File: src/adcc_map.vh
// Register map, field positions, reset values and clock dividers of the converter control.
`ifndef ADCC_MAP_VH
`define ADCC_MAP_VH

// Register offsets on the plain register port.
`define ADCC_OFF_CONV_CONTROL    3'h0
`define ADCC_OFF_PIN_CONFIG      3'h1
`define ADCC_OFF_RESULT_HIGH     3'h2
`define ADCC_OFF_RESULT_LOW      3'h3
`define ADCC_OFF_DONE_STATUS     3'h4

// Field positions in conversion_control.
`define ADCC_CC_CLK_LO_HI        7
`define ADCC_CC_CLK_LO_LO        6
`define ADCC_CC_CHAN_HI          5
`define ADCC_CC_CHAN_LO          3
`define ADCC_CC_GO               2
`define ADCC_CC_POWER            0

// Field positions in pin_config_control.
`define ADCC_PC_RIGHT_JUST       7
`define ADCC_PC_CLK_HI           6
`define ADCC_PC_PINS_HI          3
`define ADCC_PC_PINS_LO          0

// Field positions in the done status register.
`define ADCC_DS_DONE             0
`define ADCC_DS_INT_EN           1

// Reset values.
`define ADCC_RST_CONV_CONTROL    8'h00
`define ADCC_RST_PIN_CONFIG      8'h00

// Result width and conversion clock divisors.
`define ADCC_RES_BITS            10
`define ADCC_DIV_LO_00           7'h02
`define ADCC_DIV_LO_01           7'h08
`define ADCC_DIV_LO_10           7'h20
`define ADCC_DIV_HI_00           7'h04
`define ADCC_DIV_HI_01           7'h10
`define ADCC_DIV_HI_10           7'h40
`define ADCC_CLK_SEL_RC          2'b11

`endif

File: src/adcc_conv.v
// Control logic of a 10-bit successive-approximation converter with its register file.
// Summary of operation
// - Clock is oscillator over 2/8/32 or 4/16/64.
// - Low select bits 11 choose internal RC.
// - Channel field bits 5..3 routes that input.
// - Go bit starts, reads 1, self-clears.
// - Power bit set powers converter, clear shuts.
// - Control bit 1 always reads zero.
// - Reset leaves result registers unloaded.
// - Each conversion yields a 10-bit unsigned code.
// - One conversion clock period per bit.
// - Hold capacitor disconnects at conversion start.
// - Completion clears go, sets done flag.
// - Control runs conversion; pin config picks pins.
//
// Local design decisions: the register offsets and the strobed register port.
`timescale 1ns/1ps
`include "adcc_map.vh"

module adcc_conv
(
    // Clock and reset.
    input  wire        clk_sys,
    input  wire        rst,
    // Register port.
    input  wire [2:0]  reg_addr,
    input  wire [7:0]  reg_wdata,
    input  wire        reg_wr,
    input  wire        reg_rd,
    output reg  [7:0]  reg_rdata,
    // Internal RC oscillator, asynchronous to clk_sys.
    input  wire        internal_rc_clock,
    // Comparator from the analog front end, registered on clk_sys.
    input  wire        cmp_above,
    // Analog front end controls.
    output reg  [2:0]  channel_select,
    output reg         converter_power_on,
    output reg         hold_capacitor_connect,
    output reg  [9:0]  dac_trial,
    output reg  [3:0]  pin_config,
    // Completion status.
    output reg         conv_done_flag,
    output reg         conv_done_int_enable
);

    // One-hot states of the conversion sequencer.
    localparam [1:0] ST_IDLE = 2'b01;
    localparam [1:0] ST_CONV = 2'b10;

    // Divisor of the oscillator for a clock select code.
    function [6:0] div_of;
        input       sel_hi;
        input [1:0] sel_lo;
        begin
            case ({sel_hi, sel_lo})
                3'b000:  div_of = `ADCC_DIV_LO_00;
                3'b001:  div_of = `ADCC_DIV_LO_01;
                3'b010:  div_of = `ADCC_DIV_LO_10;
                3'b100:  div_of = `ADCC_DIV_HI_00;
                3'b101:  div_of = `ADCC_DIV_HI_01;
                3'b110:  div_of = `ADCC_DIV_HI_10;
                default: div_of = `ADCC_DIV_LO_00;
            endcase
        end
    endfunction

    // One-hot mask of a result bit position.
    function [9:0] bit_mask;
        input [3:0] idx;
        begin
            bit_mask = 10'h001 << idx;
        end
    endfunction

    // Control and configuration state.
    reg  [1:0]  clk_sel_lo;
    reg         clk_sel_hi;
    reg         right_just;
    reg         go;
    reg  [1:0]  state;
    reg  [3:0]  bit_idx;
    reg  [5:0]  div_cnt;
    reg  [9:0]  res_code;
    reg         rc_armed;

    // Synchroniser and edge detector of the RC oscillator.
    reg         rc_s1;
    reg         rc_s2;
    reg         rc_s3;

    // Decoded strobes and combinational helpers.
    wire        wr_cc;
    wire        wr_pc;
    wire        wr_ds;
    wire        start;
    wire        use_rc;
    wire        rc_tick;
    wire        div_tick;
    wire        tick;
    wire        busy;
    wire        power_next;
    wire        abort;
    wire        done_evt;
    wire [6:0]  div_now;
    wire [9:0]  decided;
    wire [7:0]  res_high;
    wire [7:0]  res_low;
    reg  [7:0]  next_rdata;

    // Address decode of writes.
    assign wr_cc = reg_wr && (reg_addr == `ADCC_OFF_CONV_CONTROL);
    assign wr_pc = reg_wr && (reg_addr == `ADCC_OFF_PIN_CONFIG);
    assign wr_ds = reg_wr && (reg_addr == `ADCC_OFF_DONE_STATUS);
    assign busy  = state[1];

    // A start needs the power bit on after this write and an idle sequencer.
    assign power_next = wr_cc ? reg_wdata[`ADCC_CC_POWER] : converter_power_on;
    assign start = wr_cc && reg_wdata[`ADCC_CC_GO] && power_next && !busy;

    // Power loss or a cleared go bit abandons a conversion without a result.
    assign abort = busy && (!power_next || (wr_cc && !reg_wdata[`ADCC_CC_GO]));

    // Conversion clock: divided oscillator or the internal RC edges.
    assign use_rc   = (clk_sel_lo == `ADCC_CLK_SEL_RC);
    assign div_now  = div_of(clk_sel_hi, clk_sel_lo);
    assign div_tick = (div_cnt == div_now[5:0] - 6'h01) ||
                      ((div_now == `ADCC_DIV_HI_10) && (div_cnt == 6'h3f));
    assign rc_tick  = rc_s2 && !rc_s3;
    // The first RC edge after a start only opens the first bit period.
    assign tick     = use_rc ? (rc_tick && rc_armed) : div_tick;

    // Keep the trial bit when the input is at or above the trial level.
    assign decided  = cmp_above ? dac_trial : (dac_trial & ~bit_mask(bit_idx));
    assign done_evt = busy && !abort && tick && (bit_idx == 4'h0);

    // Result register pair in the selected justification.
    assign res_high = right_just ? {6'h00, res_code[9:8]} : res_code[9:2];
    assign res_low  = right_just ? res_code[7:0] : {res_code[1:0], 6'h00};

    // RC oscillator synchroniser; only the second and third stages are looked at.
    always @(posedge clk_sys or posedge rst)
    begin
        if (rst)
        begin
            rc_s1 <= 1'b0;
            rc_s2 <= 1'b0;
            rc_s3 <= 1'b0;
        end
        else
        begin
            rc_s1 <= internal_rc_clock;
            rc_s2 <= rc_s1;
            rc_s3 <= rc_s2;
        end
    end

    // Software-written configuration fields.
    always @(posedge clk_sys or posedge rst)
    begin
        if (rst)
        begin
            clk_sel_lo           <= 2'b00;
            channel_select       <= 3'h0;
            converter_power_on   <= 1'b0;
            clk_sel_hi           <= 1'b0;
            right_just           <= 1'b0;
            pin_config           <= 4'h0;
            conv_done_int_enable <= 1'b0;
        end
        else
        begin
            if (wr_cc)
            begin
                clk_sel_lo         <= reg_wdata[`ADCC_CC_CLK_LO_HI:`ADCC_CC_CLK_LO_LO];
                channel_select     <= reg_wdata[`ADCC_CC_CHAN_HI:`ADCC_CC_CHAN_LO];
                converter_power_on <= reg_wdata[`ADCC_CC_POWER];
            end
            if (wr_pc)
            begin
                clk_sel_hi <= reg_wdata[`ADCC_PC_CLK_HI];
                right_just <= reg_wdata[`ADCC_PC_RIGHT_JUST];
                pin_config <= reg_wdata[`ADCC_PC_PINS_HI:`ADCC_PC_PINS_LO];
            end
            if (wr_ds)
            begin
                conv_done_int_enable <= reg_wdata[`ADCC_DS_INT_EN];
            end
        end
    end

    // Bit period divider, restarted with each conversion so every bit gets a full period.
    always @(posedge clk_sys or posedge rst)
    begin
        if (rst)
        begin
            div_cnt <= 6'h00;
        end
        else if (!busy || start || div_tick)
        begin
            div_cnt <= 6'h00;
        end
        else
        begin
            div_cnt <= div_cnt + 6'h01;
        end
    end

    // Successive-approximation sequencer, one decision per conversion clock period.
    always @(posedge clk_sys or posedge rst)
    begin
        if (rst)
        begin
            state                  <= ST_IDLE;
            go                     <= 1'b0;
            bit_idx                <= 4'h0;
            dac_trial              <= 10'h000;
            rc_armed               <= 1'b0;
            hold_capacitor_connect <= 1'b0;
        end
        else
        begin
            case (state)
                ST_IDLE:
                begin
                    hold_capacitor_connect <= power_next;
                    if (start)
                    begin
                        state                  <= ST_CONV;
                        go                     <= 1'b1;
                        bit_idx                <= 4'h9;
                        dac_trial              <= bit_mask(4'h9);
                        rc_armed               <= 1'b0;
                        hold_capacitor_connect <= 1'b0;
                    end
                end
                ST_CONV:
                begin
                    rc_armed <= rc_armed || rc_tick;
                    if (abort)
                    begin
                        state                  <= ST_IDLE;
                        go                     <= 1'b0;
                        hold_capacitor_connect <= power_next;
                    end
                    else if (tick)
                    begin
                        if (bit_idx == 4'h0)
                        begin
                            state                  <= ST_IDLE;
                            go                     <= 1'b0;
                            dac_trial              <= decided;
                            hold_capacitor_connect <= power_next;
                        end
                        else
                        begin
                            bit_idx   <= bit_idx - 4'h1;
                            dac_trial <= decided | bit_mask(bit_idx - 4'h1);
                        end
                    end
                end
                default:
                begin
                    state <= ST_IDLE;
                    go    <= 1'b0;
                end
            endcase
        end
    end

    // Result code, deliberately outside reset so power-on leaves it unloaded.
    always @(posedge clk_sys)
    begin
        if (done_evt)
        begin
            res_code <= decided;
        end
    end

    // Done flag: hardware sets it, software clears it by writing zero; a set wins.
    always @(posedge clk_sys or posedge rst)
    begin
        if (rst)
        begin
            conv_done_flag <= 1'b0;
        end
        else if (done_evt)
        begin
            conv_done_flag <= 1'b1;
        end
        else if (wr_ds && !reg_wdata[`ADCC_DS_DONE])
        begin
            conv_done_flag <= 1'b0;
        end
    end

    // Read multiplexer; unmapped offsets read as zero.
    always @*
    begin
        next_rdata = 8'h00;
        case (reg_addr)
            `ADCC_OFF_CONV_CONTROL:
                next_rdata = {clk_sel_lo, channel_select, go, 1'b0,
                              converter_power_on};
            `ADCC_OFF_PIN_CONFIG:
                next_rdata = {right_just, clk_sel_hi, 2'b00, pin_config};
            `ADCC_OFF_RESULT_HIGH:
                next_rdata = res_high;
            `ADCC_OFF_RESULT_LOW:
                next_rdata = res_low;
            `ADCC_OFF_DONE_STATUS:
                next_rdata = {6'h00, conv_done_int_enable, conv_done_flag};
            default:
                next_rdata = 8'h00;
        endcase
    end

    // Read data stands only in the cycle after the read strobe.
    always @(posedge clk_sys or posedge rst)
    begin
        if (rst)
        begin
            reg_rdata <= 8'h00;
        end
        else if (reg_rd)
        begin
            reg_rdata <= next_rdata;
        end
        else
        begin
            reg_rdata <= 8'h00;
        end
    end

endmodule // adcc_conv

File: config.mk
export PLATFORM = sky130hd
export DESIGN_NAME = adcc_conv
export DESIGN_NICKNAME = d
export VERILOG_FILES = /design/src/adcc_conv.v
export VERILOG_INCLUDE_DIRS = /design/src
export SDC_FILE = /design/constraint.sdc
export NUM_CORES = 1
export LEC_CHECK = 0
export BUFFER_PORTS_ARGS = -buffer_cell sky130_fd_sc_hd__buf_4
export CAP_MARGIN = 20
export CORE_MARGIN = 2
export CORE_UTILIZATION = 40
export DETAILED_ROUTE_END_ITERATION = 10
export PLACE_DENSITY = 0.62
export SLEW_MARGIN = 20
export SYNTH_ARGS = -nofsm -noshare
export SYNTH_HDL_FRONTEND = slang
export SYNTH_SLANG_ARGS = --single-unit
File: constraint.sdc
create_clock -name clk_sys -period 2.8 [get_ports clk_sys]
set_input_delay 0.14 -clock clk_sys [delete_from_list [all_inputs] [get_ports clk_sys]]
set_output_delay 0.14 -clock clk_sys [all_outputs]
set_load 0.02 [all_outputs]
==> results of run 1 <==
==> power by group <==
group,total [mW],internal (mW),leakage (nW),switching [mW]
logic,0.766,0.331,0.951,0.435
registers,1.04,0.956,0.733,0.0864
clock network,0.859,0.522,0.109,0.337
==> logic make-up after synthesis <==
kind of cell    Yosys count
xor+xnor                  8
simple gates            102
mux                      25
fa+ha+maj                15
flops                    59
compound gates           71
buf+inv                  30
==> per-layer routing <==
metal	vias to the layer above	share of wire [%]	track usage (%)
met5	-	0	0
met4	0	1.6	6.28
met3	11	4.2	3.69
met2	63	47	28.9
met1	1227	48	23.8
li1	1216	-	-
==> through the flow <==
| step | utilization [%] | std cells |
|---|---|---|
| after floorplan | - | 310 |
| after global placement | 47.5 | 450 |
| after detailed placement | 47.5 | 450 |
| after CTS | 50.7 | 469 |
| after global routing | 50.8 | 469 |
| final | 50.8 | 469 |
==> final timing paths <==
kind / slack [ps] / to / cells past startpoint / from
setup reg to reg: 100 / bit_idx[3] / 7 / clk_sel_lo[0]
hold reg to reg: 350 / rc_s2 / 0 / rc_s1
max in group asynchronous: 2350 / conv_done_int_enable / 2 / rst
min in group clk_sys: 10 / channel_select[2] / 3 / reg_wdata[5]
hold / removal: -50 / dac_trial[1] / 2 / rst
setup / recovery: 100 / bit_idx[3] / 7 / clk_sel_lo[0]
==> flip-flops by register name, summed over array words and instances, names as in the netlist, 2 cells and up <==
name / flops
bit_idx: 4
channel_select: 3
clk_sel_lo: 2
dac_trial: 10
div_cnt: 6
pin_config: 4
reg_rdata: 8
res_code: 10
==> layout make-up <==
| cell class | count | area, um^2 | share of cell area (%) |
|---|---|---|---|
| Inverter | 17 | 65.1 | 1.65 |
| Timing Repair Buffer | 54 | 413 | 10.5 |
| Multi-Input combinational cell | 221 | 1590 | 40.4 |
| Tap cell | 102 | 128 | 3.24 |
| Sequential cell | 59 | 1530 | 38.7 |
| Clock inverter | 5 | 77.6 | 1.97 |
| Clock buffer | 11 | 141 | 3.59 |
==> placed cells by master (no fill, tap or decap), types with 4 or more instances in the layout <==
master / synthesis / final
dfrtp_1: 48 / 48
a22o_1: 5 / 5
nor3_1: 5 / 4
o21ai_0: 9 / 9
buf_4: 1 / 51
nand3_1: 8 / 8
a22oi_1: 7 / 7
o31ai_1: 4 / 4
nand2_1: 27 / 27
a211oi_1: 7 / 7
mux2_1: 9 / 9
xnor2_1: 6 / 6
nand2b_1: 4 / 4
clkbuf_8: 0 / 10
edfxtp_1: 10 / 10
inv_1: 17 / 16
a21oi_1: 11 / 11
nor2b_1: 5 / 5
nor2_1: 33 / 33
mux2_2: 9 / 9
ha_1: 15 / 15
mux2i_1: 7 / 7
a21boi_0: 9 / 9
==> worst register-to-register path, delay by kind of cell, from the launching register on <==
| kind | cells | cell delay [ps] |
|---|---|---|
| compound gates | 3 | 690 |
| simple gates | 3 | 1290 |
| flops | 1 | 410 |
| fa+ha+maj | 1 | 200 |
==> repair_timing <==
item | in CTS | in global routing
hold buffers | 3 | 0
setup endpoints to repair | 0 | 9
setup buffers | 0 | 0
gates resized for setup | 0 | 1
endpoints found under the hold margin | 3 | 0
==> results.cfg, run 1 <==
[route]
wl_per_cell_um = 15.4
drc = 0
initialDrtViolationCount = 88
viasPerCell = 5.37
first_pass_iters = 4
vias = 2517
ant_nets = 0
routed_wl_mm = 7.20

[run_status]
violations = negative hold slack
status = complete, but fails checks

[logic_synthesis]
yosysWarnings = 0
synth_edf_count = 10
netlist_top_cells_count = dfrtp_1 (48), nor2_1 (33), nand2_1 (27), inv_1 (17), ha_1 (15)
synth_xor_area_share_pct = 2.17
syn_area_per_cell_um2 = 10.4
yosysTopAreaCell = dfrtp_1
yosys.area_share.simple_pct = 15.9
async_flop_share_pct = 83.1
yosys.area.top_type_share_pct = 37.2
synth_most_common_cell = dfrtp_1
muxShareOfSynthArea_pct = 8.44
synth_flop_cell = dfrtp_1
synth_seq_cells = 59
ys_seq_area_share_pct = 47.3
synthAdderAreaFrac_pct = 5.81
synth_area_mm2 = 0.00323
synth_top_family_by_area = compound AO/OA/AOI/OAI gates
yosysUniqueCellTypes = 53
synth_compound_area_share_pct = 16.3
synth_nets = 342
synth_area_leaders = dfrtp_1 (37%), edfxtp_1 (9.3%), ha_1 (5.8%), nor2_1 (3.8%), mux2_1 (3.1%)
synth_cells = 310

[timing]
setup_viol = 0
finalCriticalPeriod_ps = 2700
worst_clock_skew_ps = 12.1
hold_viol = 48
worst_slack_ps = 99.0
rsz0062_at_grt = false
slew-limit-headroom_pct = 43.6
fin_hold_ws_ps = -51.2
final.setup.tns_ps = 0
max_freq_mhz = 370
finalCritPeriodShare_pct = 96.5
worstMarginPinSlew_ps = 844
drv_slew = 0

[grt]
grt_use_total_pct = 17.9
grt_pass1_vias = 2519
grt_max_degree = 50
grt_antenna_before_repair = 0
grt_pass1_wl_mm = 12.2
gr-total-overflow = 0

[layout]
drive_above_1_share_pct = 25.3
area_growth_pct = 22.0
finalInstanceArea_mm2 = 0.00394
fillCellCount = 742
antennaDiodeCount = 0
fin_nets = 394

[critical_path]
crit_required_ps = 3030
critPathMaxFanout = 5
arrival_ps = 2930
critPathCaptureType = register
critical_path_class = reg -> reg
worstPathCellList = ha_1 -> nor2b_2 -> or4_4 -> a211oi_4 -> a31oi_4 -> or4b_4 -> o21a_1
crit_family = simple AND/OR/NAND/NOR gates
slowest_stage = or4b_4
start_kind = register
cpPeakStageDelay_ps = 590
path_buf_inv = 0

[clocking]
clk_latency_ps = 340
cts_tree = yes
clock-sinks = 59
clk_pin_slew_ps = 70
cts_buffers = 9
cts-root-buf = clkbuf_8
ctsLongestPathBuffers = 2
cts-htree-levels = 3

[floorplanning]
die_h_um = 93.9
initial_core_util_pct = 41.6
die_x_um = 93.9
die_area_mm2 = 0.00881
fp-row-count = 32
boundaryPins = 46
core_area_mm2 = 0.00777

[run]
drv_cap = 0

[placement]
io_buffers = 45
pre_cts_slack_ps = 68.1
postPlaceCellArea_mm2 = 0.00369
place_hpwl_mm = 5.29
place_congestion = 0.854

[pwr]
vdd_ir_drop_max_uv = 254
power_density_mw_per_mm2 = 677
p_leak_nw = 1.79
power_mw = 2.67

[min_path]
hp-class = in -> async
(Power assumes the default switching activity.)
==> run 2, diff against run 1 <==
--- a/config.mk
+++ b/config.mk
@@ -6,12 +6,13 @@
 export SDC_FILE = /design/constraint.sdc
 export NUM_CORES = 1
 export LEC_CHECK = 0
+export ABC_AREA = 0
 export BUFFER_PORTS_ARGS = -buffer_cell sky130_fd_sc_hd__buf_4
 export CAP_MARGIN = 20
 export CORE_MARGIN = 2
 export CORE_UTILIZATION = 40
 export DETAILED_ROUTE_END_ITERATION = 10
-export PLACE_DENSITY = 0.62
+export PLACE_DENSITY = 0.6
 export SLEW_MARGIN = 20
 export SYNTH_ARGS = -nofsm -noshare
 export SYNTH_HDL_FRONTEND = slang
==> constraint.sdc (replaced) <==
create_clock -name clk_sys -period 3.1 [get_ports clk_sys]
set_input_delay 0.155 -clock clk_sys [delete_from_list [all_inputs] [get_ports clk_sys]]
set_output_delay 0.155 -clock clk_sys [all_outputs]
set_load 0.02 [all_outputs]
==> results.cfg, run 2 (synthesis results as in run 1) <==
[critical_path]
critPathMaxFanout = 10
crit_required_ps = 3320
critPathCaptureType = register
crit_family = compound AO/OA/AOI/OAI gates
path_buf_inv = 1
worstPathCellList = inv_1 -> ha_1 -> nor2b_2 -> or4_4 -> a211oi_4 -> a31oi_4 -> a211o_2 -> mux2_1
slowest_stage = or4_4
arrival_ps = 3120
cpPeakStageDelay_ps = 530
critical_path_class = reg -> reg
start_kind = register

[grt]
grt_pass1_vias = 2451
grt_use_total_pct = 17.9
grt_max_degree = 50
grt_pass1_wl_mm = 12.3
grt_antenna_before_repair = 0
gr-total-overflow = 0

[pwr]
p_leak_nw = 1.77
power_density_mw_per_mm2 = 609
vdd_ir_drop_max_uv = 253

[clocking]
cts-htree-levels = 3
clk_pin_slew_ps = 70
cts_setup_buffers = 0
clk_latency_ps = 330
clock-sinks = 59
ctsLongestPathBuffers = 2
cts_buffers = 9
cts-root-buf = clkbuf_8
cts_tree = yes
post_cts_resized = 0

[layout]
layout_common_cells = buf_4 (49), dfrtp_1 (48), nor2_1 (33), nand2_1 (27), inv_1 (16)
finalInstanceArea_mm2 = 0.00389
fillCellCount = 738
final_common_cell = buf_4
antennaDiodeCount = 0
largestRegisters = dac_trial (10), res_code (10), reg_rdata (8)
fin_nets = 390
area_growth_pct = 20.2
drive_above_1_share_pct = 24.5
fin_cells = 465

[timing]
final.setup.tns_ps = 0
max_freq_mhz = 345
setup_viol = 0
hold_viol = 48
drv_slew = 0
rsz0062_at_grt = false
finalCriticalPeriod_ps = 2900
slew-limit-headroom_pct = 43.0
worst_clock_skew_ps = 12.5
fin_hold_ws_ps = -25.4
finalCritPeriodShare_pct = 93.5
worstMarginPinSlew_ps = 854

[floorplanning]
die_x_um = 93.9
die_area_mm2 = 0.00881
die_h_um = 93.9
fp-row-count = 32
boundaryPins = 46
core_area_mm2 = 0.00777
initial_core_util_pct = 41.6

[placement]
place_congestion = 0.842
place_inst = 448
postPlaceCellArea_mm2 = 0.00367
io_buffers = 45
place_hpwl_mm = 5.28

[route]
vias = 2483
routed_wl_mm = 7.20
wl_per_cell_um = 15.5
ant_nets = 0
initialDrtViolationCount = 90
drc = 0
viasPerCell = 5.34
first_pass_iters = 4

[run_status]
status = complete, but fails checks
violations = negative hold slack

[min_path]
hp-class = in -> async

[run]
drv_cap = 0
run 2: changes by cell type in the layout (fill, tap and decap cells not counted):
cell | before | now
nor3_1 | 4 | 5
clkbuf_8 | 10 | 9
buf_4 | 51 | 49
a211o_2 | 0 | 1
clkinv_1 | 0 | 1
a211o_4 | 1 | 0
dlygate4sd3_1 | 3 | 1
nor3_2 | 1 | 0
run 2: final timing paths:
check	startpoint	to	slack (ps)	cells past startpoint
setup / recovery	clk_sel_lo[1]	dac_trial[5]	200	8
hold / removal	rst	dac_trial[7]	-30	2
setup reg to reg	clk_sel_lo[1]	dac_trial[5]	200	8
hold reg to reg	rc_s1	rc_s2	350	0
max in group asynchronous	rst	reg_rdata[6]	2610	2
min in group clk_sys	reg_wdata[4]	channel_select[1]	30	3
run 2: area by class of cell:
cell class	instances	area, um^2	share of cell area [%]
multi-input cells	221	1580	40.6
flip-flops and latches	59	1530	39.3
repair buffers	50	378	9.72
clock buffers	10	128	3.28
well taps	102	128	3.28
clock inverters	6	81.3	2.09
inverters	17	65.1	1.67
run 2: worst register-to-register path, cell delays in order (launching register included):
cell	delay [ps]
dfrtp_1	450
inv_1	100
ha_1	190
nor2b_2	170
or4_4	530
a211oi_4	310
a31oi_4	190
a211o_2	490
mux2_1	360
run 2: timing repair:
item                       4_1_cts  5_1_grt
setup endpoints to repair        0        0
hold endpoints to repair         1        0
hold buffers                     1        0
run 2: per-stage QoR:
step / hold WS [ps] / setup WS (ps) / utilization, % / power, mW
after floorplan: 186 / 100 / - / 1.43
after global placement: 265 / 276 / 47.2 / 1.62
after global routing: 16.0 / 53.6 / 50.0 / 2.52
after detailed placement: 265 / 200 / 47.2 / 1.63
final: -25.4 / 201 / 50.0 / 2.37
after CTS: 8.60 / 184 / 50.0 / 2.40
run 2: power by group:
part,switching [mW],internal (mW),total (mW)
sequential,0.0808,0.864,0.945
combinational,0.386,0.284,0.670
clock,0.304,0.447,0.752
total,0.771,1.59,2.37
run 2: routing by layer:
layer	global-route usage, %	vias up	wire length (um)
met1	25.3	1207	3490
li1	-	1209	-
met4	5.19	0	84
met2	27.0	59	3310
met5	0	-	0
met3	4.57	8	313
